<file path="src/nfc_pkg.sv">
package nfc_pkg;
    ////////////////////////////////////////////////////////////////////////////
    // Timing
    localparam int CLK_PERIOD_NS = 4;
    localparam int T_CS_NS = 20;
    localparam int T_WP_NS = 12;
    localparam int T_WH_NS = 10;
    localparam int T_REA_NS = 20;
    localparam int T_REH_NS = 10;
    localparam int T_ADL_NS = 100;
    localparam int T_WHR_NS = 60;
    localparam int T_WB_NS = 100;
    // Extra cycle covers the pin register
    localparam logic [7:0] SU_CYC = 8'((T_CS_NS + CLK_PERIOD_NS - 1) / CLK_PERIOD_NS + 1);
    localparam logic [7:0] WP_CYC = 8'((T_WP_NS + CLK_PERIOD_NS - 1) / CLK_PERIOD_NS);
    localparam logic [7:0] WH_CYC = 8'((T_WH_NS + CLK_PERIOD_NS - 1) / CLK_PERIOD_NS);
    localparam logic [7:0] REA_CYC = 8'((T_REA_NS + CLK_PERIOD_NS - 1) / CLK_PERIOD_NS);
    localparam logic [7:0] REH_CYC = 8'((T_REH_NS + CLK_PERIOD_NS - 1) / CLK_PERIOD_NS);
    // Gap also covers the shorter write-to-read turnaround
    localparam logic [7:0] GAP_CYC = 8'((T_ADL_NS + CLK_PERIOD_NS - 1) / CLK_PERIOD_NS);
    localparam logic [7:0] WHR_CYC = 8'((T_WHR_NS + CLK_PERIOD_NS - 1) / CLK_PERIOD_NS);
    localparam logic [7:0] WB_CYC = 8'((T_WB_NS + CLK_PERIOD_NS - 1) / CLK_PERIOD_NS);
    ////////////////////////////////////////////////////////////////////////////
    // Command bytes
    localparam logic [7:0] CMD_READ1 = 8'h00;
    localparam logic [7:0] CMD_READ2 = 8'h30;
    localparam logic [7:0] CMD_PROG1 = 8'h80;
    localparam logic [7:0] CMD_PROG2 = 8'h10;
    localparam logic [7:0] CMD_ERASE1 = 8'h60;
    localparam logic [7:0] CMD_ERASE2 = 8'hD0;
    localparam logic [7:0] CMD_STATUS = 8'h70;
    localparam logic [7:0] CMD_READ_ID = 8'h90;
    localparam logic [7:0] ID_ADDR = 8'h00;
    ////////////////////////////////////////////////////////////////////////////
    // Page layout and counts
    localparam logic [11:0] PAGE_LAST = 12'h083F;
    localparam logic [11:0] ID_LAST = 12'h0004;
    localparam logic [11:0] STAT_LAST = 12'h0000;
    localparam logic [11:0] MAIN_END = 12'h0800;
    localparam logic [8:0] SECT_MAIN_LAST = 9'h1FF;
    localparam logic [1:0] AB_FIRST_COL = 2'h0;
    localparam logic [1:0] AB_FIRST_ROW = 2'h2;
    localparam logic [1:0] AB_LAST = 2'h3;
    localparam int STATUS_FAIL_BIT = 0;
    localparam int BLOCKS = 1024;
    ////////////////////////////////////////////////////////////////////////////
    // Types
    typedef enum logic [1:0] {OP_READ_ID, OP_READ_PAGE, OP_PROGRAM, OP_ERASE} nfc_op_type;
    typedef enum logic [3:0] {ST_IDLE, ST_CMD1, ST_ADDR, ST_GAP, ST_WDATA, ST_CMD2, ST_BUSY, ST_STAT,
        ST_RDATA, ST_DONE} nfc_st_type;
    typedef struct packed {
        nfc_op_type op;
        logic [15:0] row;
    } nfc_req_type;
    typedef struct packed {
        logic ce_n;
        logic cle;
        logic ale;
        logic we_n;
        logic re_n;
        logic io_oe_n;
        logic [7:0] io_out;
    } nfc_pins_type;
    typedef struct packed {
        logic [8:0] lp1;
        logic [8:0] lp0;
        logic [7:0] cp;
    } nfc_ecc_type;
    typedef struct packed {
        nfc_st_type st;
        nfc_st_type ret;
        nfc_op_type op;
        logic [15:0] row;
        logic [1:0] ph;
        logic [7:0] tmr;
        logic [11:0] cnt;
        logic [1:0] ab;
        nfc_pins_type pins;
        logic [7:0] dout;
        logic dout_v;
        logic done;
        logic fail;
        logic refused;
        nfc_ecc_type acc;
        nfc_ecc_type ecc;
        logic ecc_v;
        logic last_v;
        logic [9:0] last_blk;
        logic [5:0] last_pg;
        logic [BLOCKS-1:0] bad;
    } nfc_state_type;
endpackage

</file>
<file path="src/nfc_host.sv">
`timescale 1ns/1ps
// Function
// - Program data written as whole pages
// - Never alter sectors by random data input
// - Program pages ascending within a block (order checked only against the last programmed block)
// - Ascending run may start at any page
// - Chip select may drop during data loading
// - Address bytes: column low, column high, rows
// - Identification read starts with 90H
// - Read status after program and erase
// - Retired blocks recorded, never programmed again
// - Read data gets error correction code
module nfc_host (
    input wire logic CLK_IN,
    input wire logic RST_IN,
    input wire logic REQ_VALID_IN,
    input wire nfc_pkg::nfc_req_type REQ_IN,
    output logic REQ_READY_OUT,
    input wire logic DIN_VALID_IN,
    input wire logic [7:0] DIN_IN,
    output logic DIN_READY_OUT,
    output logic [7:0] DOUT_OUT,
    output logic DOUT_VALID_OUT,
    output nfc_pkg::nfc_ecc_type ECC_OUT,
    output logic ECC_VALID_OUT,
    output logic DONE_OUT,
    output logic FAIL_OUT,
    output logic REFUSED_OUT,
    output nfc_pkg::nfc_pins_type NAND_PINS_OUT,
    input wire logic [7:0] NAND_IO_IN,
    input wire logic NAND_RB_IN
);
    nfc_pkg::nfc_state_type r_reg;
    nfc_pkg::nfc_state_type r_next;
    logic wr_fin;
    logic rd_fin;
    logic rd_take;
    logic prog_bad;
    logic prog_order;
    ////////////////////////////////////////////////////////////////////////////
    // Pin cycle, ECC and address helpers
    function automatic nfc_pkg::nfc_state_type wr_step(input nfc_pkg::nfc_state_type s, input logic [7:0] b,
        input logic cle, input logic ale);
        nfc_pkg::nfc_state_type t;
        t = s;
        t.pins.ce_n = 1'b0;
        t.pins.cle = cle;
        t.pins.ale = ale;
        t.pins.re_n = 1'b1;
        t.pins.io_oe_n = 1'b0;
        t.pins.io_out = b;
        t.tmr = s.tmr + 8'h01;
        unique case (s.ph)
            2'h0: if (s.tmr == nfc_pkg::SU_CYC - 8'h01) begin
                t.ph = 2'h1;
                t.tmr = 8'h00;
            end
            2'h1: if (s.tmr == nfc_pkg::WP_CYC - 8'h01) begin
                t.ph = 2'h2;
                t.tmr = 8'h00;
            end
            default: if (s.tmr == nfc_pkg::WH_CYC - 8'h01) begin
                t.ph = 2'h0;
                t.tmr = 8'h00;
            end
        endcase
        t.pins.we_n = (t.ph != 2'h1);
        return t;
    endfunction

    function automatic nfc_pkg::nfc_state_type rd_step(input nfc_pkg::nfc_state_type s);
        nfc_pkg::nfc_state_type t;
        t = s;
        t.pins = '{ce_n: 1'b0, cle: 1'b0, ale: 1'b0, we_n: 1'b1, re_n: 1'b1, io_oe_n: 1'b1, io_out: s.pins.io_out};
        t.tmr = s.tmr + 8'h01;
        unique case (s.ph)
            2'h0: begin
                t.ph = 2'h1;
                t.tmr = 8'h00;
            end
            2'h1: if (s.tmr == nfc_pkg::REA_CYC - 8'h01) begin
                t.ph = 2'h2;
                t.tmr = 8'h00;
            end
            default: if (s.tmr == nfc_pkg::REH_CYC - 8'h01) begin
                t.ph = 2'h0;
                t.tmr = 8'h00;
            end
        endcase
        t.pins.re_n = (t.ph != 2'h1);
        return t;
    endfunction

    function automatic nfc_pkg::nfc_state_type ecc_byte(input nfc_pkg::nfc_state_type s, input logic [7:0] b);
        nfc_pkg::nfc_state_type t;
        logic bp;
        t = s;
        bp = ^b;
        if (s.cnt < nfc_pkg::MAIN_END) begin
            for (int i = 0; i < 9; i++) begin
                if (s.cnt[i]) begin
                    t.acc.lp1[i] = t.acc.lp1[i] ^ bp;
                end else begin
                    t.acc.lp0[i] = t.acc.lp0[i] ^ bp;
                end
            end
            t.acc.cp = t.acc.cp ^ b;
            if (s.cnt[8:0] == nfc_pkg::SECT_MAIN_LAST) begin
                t.ecc = t.acc;
                t.ecc_v = 1'b1;
                t.acc = '0;
            end
        end
        return t;
    endfunction

    function automatic logic [7:0] addr_byte(input logic [1:0] ab, input logic [15:0] row);
        logic [7:0] v;
        v = 8'h00;
        if (ab == nfc_pkg::AB_FIRST_ROW) begin
            v = row[7:0];
        end else if (ab == nfc_pkg::AB_LAST) begin
            v = row[15:8];
        end
        return v;
    endfunction
    ////////////////////////////////////////////////////////////////////////////
    // Next state
    assign wr_fin = (r_reg.ph == 2'h2) && (r_reg.tmr == nfc_pkg::WH_CYC - 8'h01);
    assign rd_fin = (r_reg.ph == 2'h2) && (r_reg.tmr == nfc_pkg::REH_CYC - 8'h01);
    assign rd_take = (r_reg.ph == 2'h1) && (r_reg.tmr == nfc_pkg::REA_CYC - 8'h01);
    assign REQ_READY_OUT = (r_reg.st == nfc_pkg::ST_IDLE);
    assign DIN_READY_OUT = (r_reg.st == nfc_pkg::ST_WDATA) && (r_reg.ph == 2'h0) && (r_reg.tmr == 8'h00);
    assign prog_bad = (REQ_IN.op inside {nfc_pkg::OP_PROGRAM, nfc_pkg::OP_ERASE}) && r_reg.bad[REQ_IN.row[15:6]];
    assign prog_order = (REQ_IN.op == nfc_pkg::OP_PROGRAM) && r_reg.last_v &&
        (REQ_IN.row[15:6] == r_reg.last_blk) && (REQ_IN.row[5:0] <= r_reg.last_pg);

    always_comb begin
        r_next = r_reg;
        r_next.dout_v = 1'b0;
        r_next.done = 1'b0;
        r_next.ecc_v = 1'b0;
        unique case (r_reg.st)
            nfc_pkg::ST_IDLE: begin
                r_next.pins = '{ce_n: 1'b1, cle: 1'b0, ale: 1'b0, we_n: 1'b1, re_n: 1'b1, io_oe_n: 1'b1,
                    io_out: 8'h00};
                if (REQ_VALID_IN) begin
                    r_next.op = REQ_IN.op;
                    r_next.row = REQ_IN.row;
                    r_next.fail = 1'b0;
                    r_next.refused = prog_bad || prog_order;
                    r_next.cnt = 12'h000;
                    r_next.ph = 2'h0;
                    r_next.tmr = 8'h00;
                    r_next.acc = '0;
                    r_next.ab = (REQ_IN.op == nfc_pkg::OP_ERASE) ? nfc_pkg::AB_FIRST_ROW : nfc_pkg::AB_FIRST_COL;
                    r_next.st = (prog_bad || prog_order) ? nfc_pkg::ST_DONE : nfc_pkg::ST_CMD1;
                    if (REQ_IN.op == nfc_pkg::OP_PROGRAM && !(prog_bad || prog_order)) begin
                        r_next.last_v = 1'b1;
                        r_next.last_blk = REQ_IN.row[15:6];
                        r_next.last_pg = REQ_IN.row[5:0];
                    end
                    if (REQ_IN.op == nfc_pkg::OP_ERASE && !prog_bad && REQ_IN.row[15:6] == r_reg.last_blk) begin
                        r_next.last_v = 1'b0;
                    end
                end
            end
            nfc_pkg::ST_CMD1: begin
                unique case (r_reg.op)
                    nfc_pkg::OP_READ_ID: r_next = wr_step(r_next, nfc_pkg::CMD_READ_ID, 1'b1, 1'b0);
                    nfc_pkg::OP_READ_PAGE: r_next = wr_step(r_next, nfc_pkg::CMD_READ1, 1'b1, 1'b0);
                    nfc_pkg::OP_PROGRAM: r_next = wr_step(r_next, nfc_pkg::CMD_PROG1, 1'b1, 1'b0);
                    nfc_pkg::OP_ERASE: r_next = wr_step(r_next, nfc_pkg::CMD_ERASE1, 1'b1, 1'b0);
                endcase
                if (wr_fin) begin
                    r_next.st = nfc_pkg::ST_ADDR;
                end
            end
            nfc_pkg::ST_ADDR: begin
                if (r_reg.op == nfc_pkg::OP_READ_ID) begin
                    r_next = wr_step(r_next, nfc_pkg::ID_ADDR, 1'b0, 1'b1);
                end else begin
                    r_next = wr_step(r_next, addr_byte(r_reg.ab, r_reg.row), 1'b0, 1'b1);
                end
                if (wr_fin) begin
                    r_next.ab = r_reg.ab + 2'h1;
                    if (r_reg.op == nfc_pkg::OP_READ_ID || r_reg.ab == nfc_pkg::AB_LAST) begin
                        r_next.st = (r_reg.op inside {nfc_pkg::OP_READ_ID, nfc_pkg::OP_PROGRAM}) ?
                            nfc_pkg::ST_GAP : nfc_pkg::ST_CMD2;
                        r_next.ret = (r_reg.op == nfc_pkg::OP_PROGRAM) ? nfc_pkg::ST_WDATA : nfc_pkg::ST_RDATA;
                    end
                end
            end
            nfc_pkg::ST_GAP: begin
                r_next.pins.we_n = 1'b1;
                r_next.pins.re_n = 1'b1;
                r_next.pins.io_oe_n = 1'b1;
                r_next.pins.cle = 1'b0;
                r_next.pins.ale = 1'b0;
                r_next.tmr = r_reg.tmr + 8'h01;
                if (r_reg.tmr == nfc_pkg::GAP_CYC - 8'h01) begin
                    r_next.tmr = 8'h00;
                    r_next.st = r_reg.ret;
                end
            end
            nfc_pkg::ST_WDATA: begin
                if (DIN_READY_OUT && !DIN_VALID_IN) begin
                    r_next.pins.ce_n = 1'b1;
                    r_next.pins.io_oe_n = 1'b1;
                end else begin
                    r_next = wr_step(r_next, DIN_READY_OUT ? DIN_IN : r_reg.pins.io_out, 1'b0, 1'b0);
                    if (DIN_READY_OUT) begin
                        r_next = ecc_byte(r_next, DIN_IN);
                    end
                end
                if (wr_fin) begin
                    r_next.cnt = r_reg.cnt + 12'h001;
                    if (r_reg.cnt == nfc_pkg::PAGE_LAST) begin
                        r_next.st = nfc_pkg::ST_CMD2;
                    end
                end
            end
            nfc_pkg::ST_CMD2: begin
                unique case (r_reg.op)
                    nfc_pkg::OP_READ_PAGE: r_next = wr_step(r_next, nfc_pkg::CMD_READ2, 1'b1, 1'b0);
                    nfc_pkg::OP_ERASE: r_next = wr_step(r_next, nfc_pkg::CMD_ERASE2, 1'b1, 1'b0);
                    default: r_next = wr_step(r_next, nfc_pkg::CMD_PROG2, 1'b1, 1'b0);
                endcase
                if (wr_fin) begin
                    r_next.st = nfc_pkg::ST_BUSY;
                end
            end
            nfc_pkg::ST_BUSY: begin
                r_next.pins.cle = 1'b0;
                r_next.pins.io_oe_n = 1'b1;
                if (r_reg.tmr != nfc_pkg::WB_CYC) begin
                    r_next.tmr = r_reg.tmr + 8'h01;
                end else if (NAND_RB_IN) begin
                    r_next.tmr = 8'h00;
                    r_next.cnt = 12'h000;
                    r_next.st = (r_reg.op == nfc_pkg::OP_READ_PAGE) ? nfc_pkg::ST_GAP : nfc_pkg::ST_STAT;
                    r_next.ret = nfc_pkg::ST_RDATA;
                end
            end
            nfc_pkg::ST_STAT: begin
                r_next = wr_step(r_next, nfc_pkg::CMD_STATUS, 1'b1, 1'b0);
                if (wr_fin) begin
                    r_next.st = nfc_pkg::ST_GAP;
                end
            end
            nfc_pkg::ST_RDATA: begin
                r_next = rd_step(r_next);
                if (rd_take) begin
                    if (r_reg.op inside {nfc_pkg::OP_PROGRAM, nfc_pkg::OP_ERASE}) begin
                        r_next.fail = NAND_IO_IN[nfc_pkg::STATUS_FAIL_BIT];
                        if (NAND_IO_IN[nfc_pkg::STATUS_FAIL_BIT]) begin
                            r_next.bad[r_reg.row[15:6]] = 1'b1;
                        end
                    end else begin
                        r_next.dout = NAND_IO_IN;
                        r_next.dout_v = 1'b1;
                        if (r_reg.op == nfc_pkg::OP_READ_PAGE) begin
                            r_next = ecc_byte(r_next, NAND_IO_IN);
                        end
                    end
                end
                if (rd_fin) begin
                    r_next.cnt = r_reg.cnt + 12'h001;
                    if ((r_reg.op == nfc_pkg::OP_READ_ID && r_reg.cnt == nfc_pkg::ID_LAST) ||
                        (r_reg.op == nfc_pkg::OP_READ_PAGE && r_reg.cnt == nfc_pkg::PAGE_LAST) ||
                        (r_reg.op inside {nfc_pkg::OP_PROGRAM, nfc_pkg::OP_ERASE} && r_reg.cnt == nfc_pkg::STAT_LAST)) begin
                        r_next.st = nfc_pkg::ST_DONE;
                    end
                end
            end
            nfc_pkg::ST_DONE: begin
                r_next.done = 1'b1;
                r_next.st = nfc_pkg::ST_IDLE;
            end
        endcase
    end

    always_ff @(posedge CLK_IN or posedge RST_IN) begin
        if (RST_IN) begin
            r_reg <= '0;
            r_reg.pins <= '{ce_n: 1'b1, cle: 1'b0, ale: 1'b0, we_n: 1'b1, re_n: 1'b1, io_oe_n: 1'b1, io_out: 8'h00};
        end else begin
            r_reg <= r_next;
        end
    end

    assign NAND_PINS_OUT = r_reg.pins;
    assign DOUT_OUT = r_reg.dout;
    assign DOUT_VALID_OUT = r_reg.dout_v;
    assign ECC_OUT = r_reg.ecc;
    assign ECC_VALID_OUT = r_reg.ecc_v;
    assign DONE_OUT = r_reg.done;
    assign FAIL_OUT = r_reg.fail;
    assign REFUSED_OUT = r_reg.refused;
endmodule // nfc_host

</file>
<file path="config.mk">
export PLATFORM = sky130hd
export DESIGN_NAME = nfc_host
export DESIGN_NICKNAME = d
export VERILOG_FILES = /design/src/nfc_pkg.sv /design/src/nfc_host.sv
export SDC_FILE = /design/constraint.sdc
export NUM_CORES = 2
export LEC_CHECK = 0
export BUFFER_PORTS_ARGS = -buffer_cell sky130_fd_sc_hd__buf_2
export CAP_MARGIN = 20
export CORE_AREA = 2 2 363 365
export CTS_BUF_LIST = sky130_fd_sc_hd__clkbuf_16
export DETAILED_ROUTE_END_ITERATION = 7
export DIE_AREA = 0 0 365 367
export GPL_ROUTABILITY_DRIVEN = 1
export HOLD_SLACK_MARGIN = 0.12
export PLACE_DENSITY = 0.57
export SLEW_MARGIN = 20
export SYNTH_ARGS = -nofsm -noshare
export SYNTH_HDL_FRONTEND = slang
export SYNTH_SLANG_ARGS = --single-unit
</file>
<file path="constraint.sdc">
create_clock -name CLK_IN -period 138.2 [get_ports CLK_IN]
set_clock_uncertainty 0.15 [all_clocks]
set_input_delay 34.55 -clock CLK_IN [delete_from_list [all_inputs] [get_ports CLK_IN]]
set_output_delay 34.55 -clock CLK_IN [all_outputs]
set_load 0.1 [all_outputs]
</file>
* After elaboration in Yosys (flattened, before gate mapping)
Index checks and enable logic that the tools add are counted.
** Word-level totals
- Word-level logic and storage cells :: 354
- Output and inout port bits :: 55
- Register bits :: 1170
- Bits of input ports :: 39
** Operators by class
- Equality and inequality tests :: 70
- Mux-type cells :: 134
- Add/sub/neg operators :: 3
- Order comparisons :: 5
- Bitwise operators :: 44
- Reductions and logical operators :: 67
** Operators by type and width (number)
- $pmux 1024 s5 :: 1
- $pmux 1144 s4 :: 1
- $pmux 1144 s2 :: 1
- $mux 1094 :: 2
- $mux 1024 :: 2
- $mux 1144 :: 1
- $mux 1114 :: 1
- $mux 1106 :: 1
- $or 1024x1024->1024 :: 1
- $mux 10 :: 24
- $mux 53 :: 4
- $pmux 28 s6 :: 1
- $pmux 20 s7 :: 1
- $pmux 27 s5 :: 1
- $pmux 17 s6 :: 1
- $pmux 12 s7 :: 1
- $mux 8 :: 9
- $pmux 8 s9 :: 1
- $mux 71 :: 1
- $reduce_and 11->1 :: 6
- $pmux 8 s7 :: 1
- $mux 4 :: 12
- $pmux 9 s5 :: 1
- $ne 2x2->1 const B :: 22
- other kinds (68) :: 226

* Longest topological paths before layout
- Depth after elaboration :: 11
- Depth in mapped cells :: 16
- Depth with buffers taken out :: 11

* Least setup slack after synthesis
No wires, ideal clock.
- Path kind :: input to register
- Start :: input REQ_IN[8] (netlist bit)
- End :: register r_reg[1024] (netlist bit)
- Slack :: 100.375 ns
- Arrival time :: 37.550 ns
- Path buffers :: 5
- Setup time :: 0.125 ns
- Stages on the path :: 13
- Data required time :: 137.925 ns
- Cell sequence :: buf_2 -> buf_2 -> buf_1 -> buf_2 -> mux4_2 -> nand2_1 -> a31oi_1 -> a221oi_1 -> nor3_1 -> o41ai_4 -> nand4_4 -> buf_6 -> mux2_4
** Between the ends
- Longest elaborated chain between the ends :: 8
** Ends and longest elaborated chain
- start, declared :: RTL line nfc_host.sv:17 : input wire nfc_pkg::nfc_req_type REQ_IN,
- $bmux 1 s10 / $eq 10x10->1 (equally long branches) :: RTL line nfc_host.sv:134, nfc_host.sv:136
- $mux 1 (not written as such) / $logic_and 1x1->1 (equally long branches) :: RTL line nfc_host.sv:134, nfc_host.sv:135
- $logic_and 1x1->1 (on tied branches) :: RTL line nfc_host.sv:134, nfc_host.sv:136
- $logic_or 1x1->1 * :: RTL line nfc_host.sv:158 : if (REQ_IN.op == nfc_pkg::OP_PROGRAM && !(prog_bad || prog_order)) begin
- $logic_not 1->1 * :: RTL line nfc_host.sv:158
- $logic_and 1x1->1 * :: RTL line nfc_host.sv:158
- $ne 2x1->1 (no source line) *
- $reduce_and 11->1 (no source line) *
- end signal, assigned :: RTL line nfc_host.sv:288 : r_reg <= r_next;
- end, declared :: RTL line nfc_host.sv:33 : nfc_pkg::nfc_state_type r_reg;
Every way passes the cells marked *; elsewhere a longest branch is shown, timed or not. The select of a mux whose other input is x is not followed.
A chain may end at the register's enable or synchronous reset.

* Final worst setup path
- Start :: input REQ_IN[6] (netlist bit)
- End :: register r_reg[1024] (netlist bit)
The elaborated chain is that of the path after synthesis.

==> results.ini <==
[critical_path]
arrival_ns = 40.72
worstReg2RegStart = r_reg[107]
critPathLaunchType = primary input
crit_family = buffers and inverters
cpMostUsedCell = buf_4
crit_path_end = r_reg[1024]
cp_slowest_cell = buf_4
cp.depth = 13
crit_type = primary input to flip-flop
worstPathCellList = buf_8 -> buf_4 -> buf_4 -> buf_4 -> mux4_2 -> mux4_2 -> nand2_1 -> o21ai_1 -> a311oi_2 -> nor3_1 -> o41ai_4 -> nand4_4 -> mux2_4
cp-startpoint = REQ_IN[6]
max_stage_delay_ns = 0.86
critical_path.max_fanout = 59
crit_buf_inv = 4
r2r_cells = 9
r2r_end = r_reg[1024]
crit_required_ns = 138.67
end_kind = flip-flop
reg2reg_slack_ns = 133.87

[clock_network]
hold_buffers = 0
clk_latency_ns = 0.76
htree_levels = 3
cts_tree = built
cts_resized = 0
max-clock-path-buffers = 3
postCtsSetupBuffers = 0
clk_transition_reported_paths_ns = 0.06
clock_sinks = 1168
cts_buffers = 120
cts-root-buf = clkbuf_16

[routing]
ant_nets = 0
drc = 0
drt_first_pass_iters = 6
wl_per_cell_um = 26.1
routed_wl_um = 154000
drtIter0Drc = 3582
num_vias = 34700
routed_via_density = 5.89

[floorplanning]
io_pins = 94
core.rowCount = 133
die-area_mm2 = 0.134
core-area_mm2 = 0.130
initial_core_util_pct = 39.6
die_w_um = 365
die_y_um = 367

[grt]
grt_antenna_before_repair = 4
grt_pass1_wl_um = 234000
grt-ovfl-total = 0
grt_max_degree = 170
grt_pass1_vias = 34800
grtUsageTotal_pct = 23.1

[sta]
max_freq_mhz = 24.8
setup_viol = 0
fin_setup_tns_ns = 0
finalHoldViolCount = 0
tightest_slew_ns = 1.17
slew-limit-headroom_pct = 22.0
period_minus_slack_ns = 40.25
finalCritPeriodShare_pct = 29.1
rsz0062_at_grt = false
slew_violations = 0

[cells_and_area]
instances_no_fill = 5896
area_delta_synth_final_pct = 11.7
antennaDiodeCount = 0
nNetsFinal = 4095
multi_input_area_mm2 = 0.0207
largest_register_ffs = 1115
drive_above_1_share_pct = 16.5
regArea_mm2 = 0.0292
fillers = 11900

[yosys]
ys.warnings.count = 0
synth_seq_cells = 1168
synth_cell_types = 83
syn_area_mm2 = 0.0517
seq_area_frac_synth_pct = 56.5
syn_nets = 4134
synth_edf_count = 0
postSynth.asyncResetShare_pct = 100
postSynthCellCount = 4080
synth_ff_type = dfrtp_1
avgSynthCellArea_um2 = 12.7

[job]
drv_cap = 0

[power_and_ir_drop]
ir_drop_mv = 0.0103
p_per_area_mw_per_mm2 = 14.9
p_leak_nw = 30.3

[placed_design]
port_buffers = 93
dp.cells = 5672
dp_hpwl_um = 96400
routabilityCongestion = 0.896

[run_status]
status = completed

[hold_path]
min_path_type = flip-flop to flip-flop

-- Yosys cell counts (23+ instances only) --
library cell | instances | share of area (%)
nand2_1 | 184 | 1.3
nor2_1 | 150 | 1.1
nor2b_1 | 36 | 0.44
a221o_1 | 23 | 0.45
inv_1 | 29 | 0.21
dfrtp_1 | 1164 | 56
o21bai_1 | 512 | 7.4
nand2b_1 | 25 | 0.30
buf_2 | 46 | 0.45
mux2i_1 | 179 | 3.5
mux4_2 | 175 | 7.6
o21ai_0 | 102 | 0.99
buf_4 | 64 | 0.93
mux2_2 | 44 | 0.96
clkbuf_1 | 242 | 1.8
a22oi_1 | 90 | 1.3
nor3_1 | 33 | 0.32
a21oi_1 | 58 | 0.56
a21o_1 | 513 | 7.4
nand3_1 | 50 | 0.48
-- worst min-delay path by stage --
| stage | startpoint | cells past startpoint | endpoint |
|---|---|---|---|
| global route | r_reg[798] | 1 | r_reg[798] |
| floorplan | r_reg[107] | 1 | r_reg[107] |
| finish | r_reg[101] | 1 | r_reg[101] |
| CTS | r_reg[634] | 1 | r_reg[634] |
| detailed placement | r_reg[100] | 1 | r_reg[100] |
| global placement | r_reg[115] | 1 | r_reg[115] |
-- per-stage QoR --
stage	instance area, µm²	setup WS [ns]	utilization [%]	power, mW	hold WS [ns]
after floorplan	51700	70.61	-	0.479	0.270
after global placement	53600	97.08	41.1	0.525	0.279
after detailed placement	53700	97.04	41.1	0.527	0.286
after CTS	57700	97.85	44.2	0.864	0.301
after global routing	57800	97.55	44.3	0.890	0.307
final	57800	97.95	44.3	0.858	0.296
-- routing by layer --
metal	up-vias	GRT usage, %	share of wire, %
li1	14900	-	-
met1	18400	34.9	47
met2	1184	34.0	44
met3	188	4.07	6.6
met4	2	6.52	2.4
met5	-	0	0.0084
-- layout by cell type, fill, tap and decap left out, types with 8 or more instances in the layout --
cell and instances:
o221ai_1 20, a221oi_1 12, o21bai_1 512, a31oi_1 14, inv_1 43, nor3_1 29, clkbuf_16 122, xnor2_1 21
nand2b_1 25, nand2_1 180, nor2_1 123, a21oi_1 57, a21o_1 513, clkinv_1 31, o31ai_1 21, nand4_1 18
buf_2 91, mux2_2 44, o21ai_0 102, mux4_2 175, dfrtp_1 1164, ha_1 15, a22oi_1 90, nor2b_1 34
nand3_1 50, mux2i_1 179, nor4_1 13, o22a_1 8, a22o_1 11, a211oi_1 13, and3_1 17, bufinv_16 18
nor2_2 25, o22ai_1 15, and2_1 9, buf_4 113, a221o_1 23, mux2_4 10, clkinv_2 28
-- where the power goes --
group          switching [mW]  total, mW  internal [mW]
clock network           0.142      0.336          0.194
logic                   0.112      0.151         0.0383
registers              0.0179      0.371          0.354
total                   0.272      0.858          0.586
-- cells by family after synthesis --
| logic type | count (synthesis) | synth area share, % |
|---|---|---|
| flip-flops | 1168 | 56.5 |
| multiplexers | 413 | 12.6 |
| XOR/XNOR | 24 | 0.406 |
| buffers and inverters | 405 | 3.74 |
| adder cells (fa/ha/maj) | 15 | 0.363 |
| AND/OR/NAND/NOR | 582 | 5.39 |
| AO/OA/AOI/OAI | 1473 | 21.0 |
-- cell type report --
| class | instances | share of cell area (%) |
|---|---|---|
| tap | 1755 | 3.80 |
| clock buffer | 122 | 5.29 |
| multi-input combinational | 2507 | 35.8 |
| clock inverter | 100 | 1.71 |
| timing repair buffer | 214 | 2.58 |
| inverter | 30 | 0.208 |
| sequential | 1168 | 50.6 |
Power figures use the tool's default switching activity.
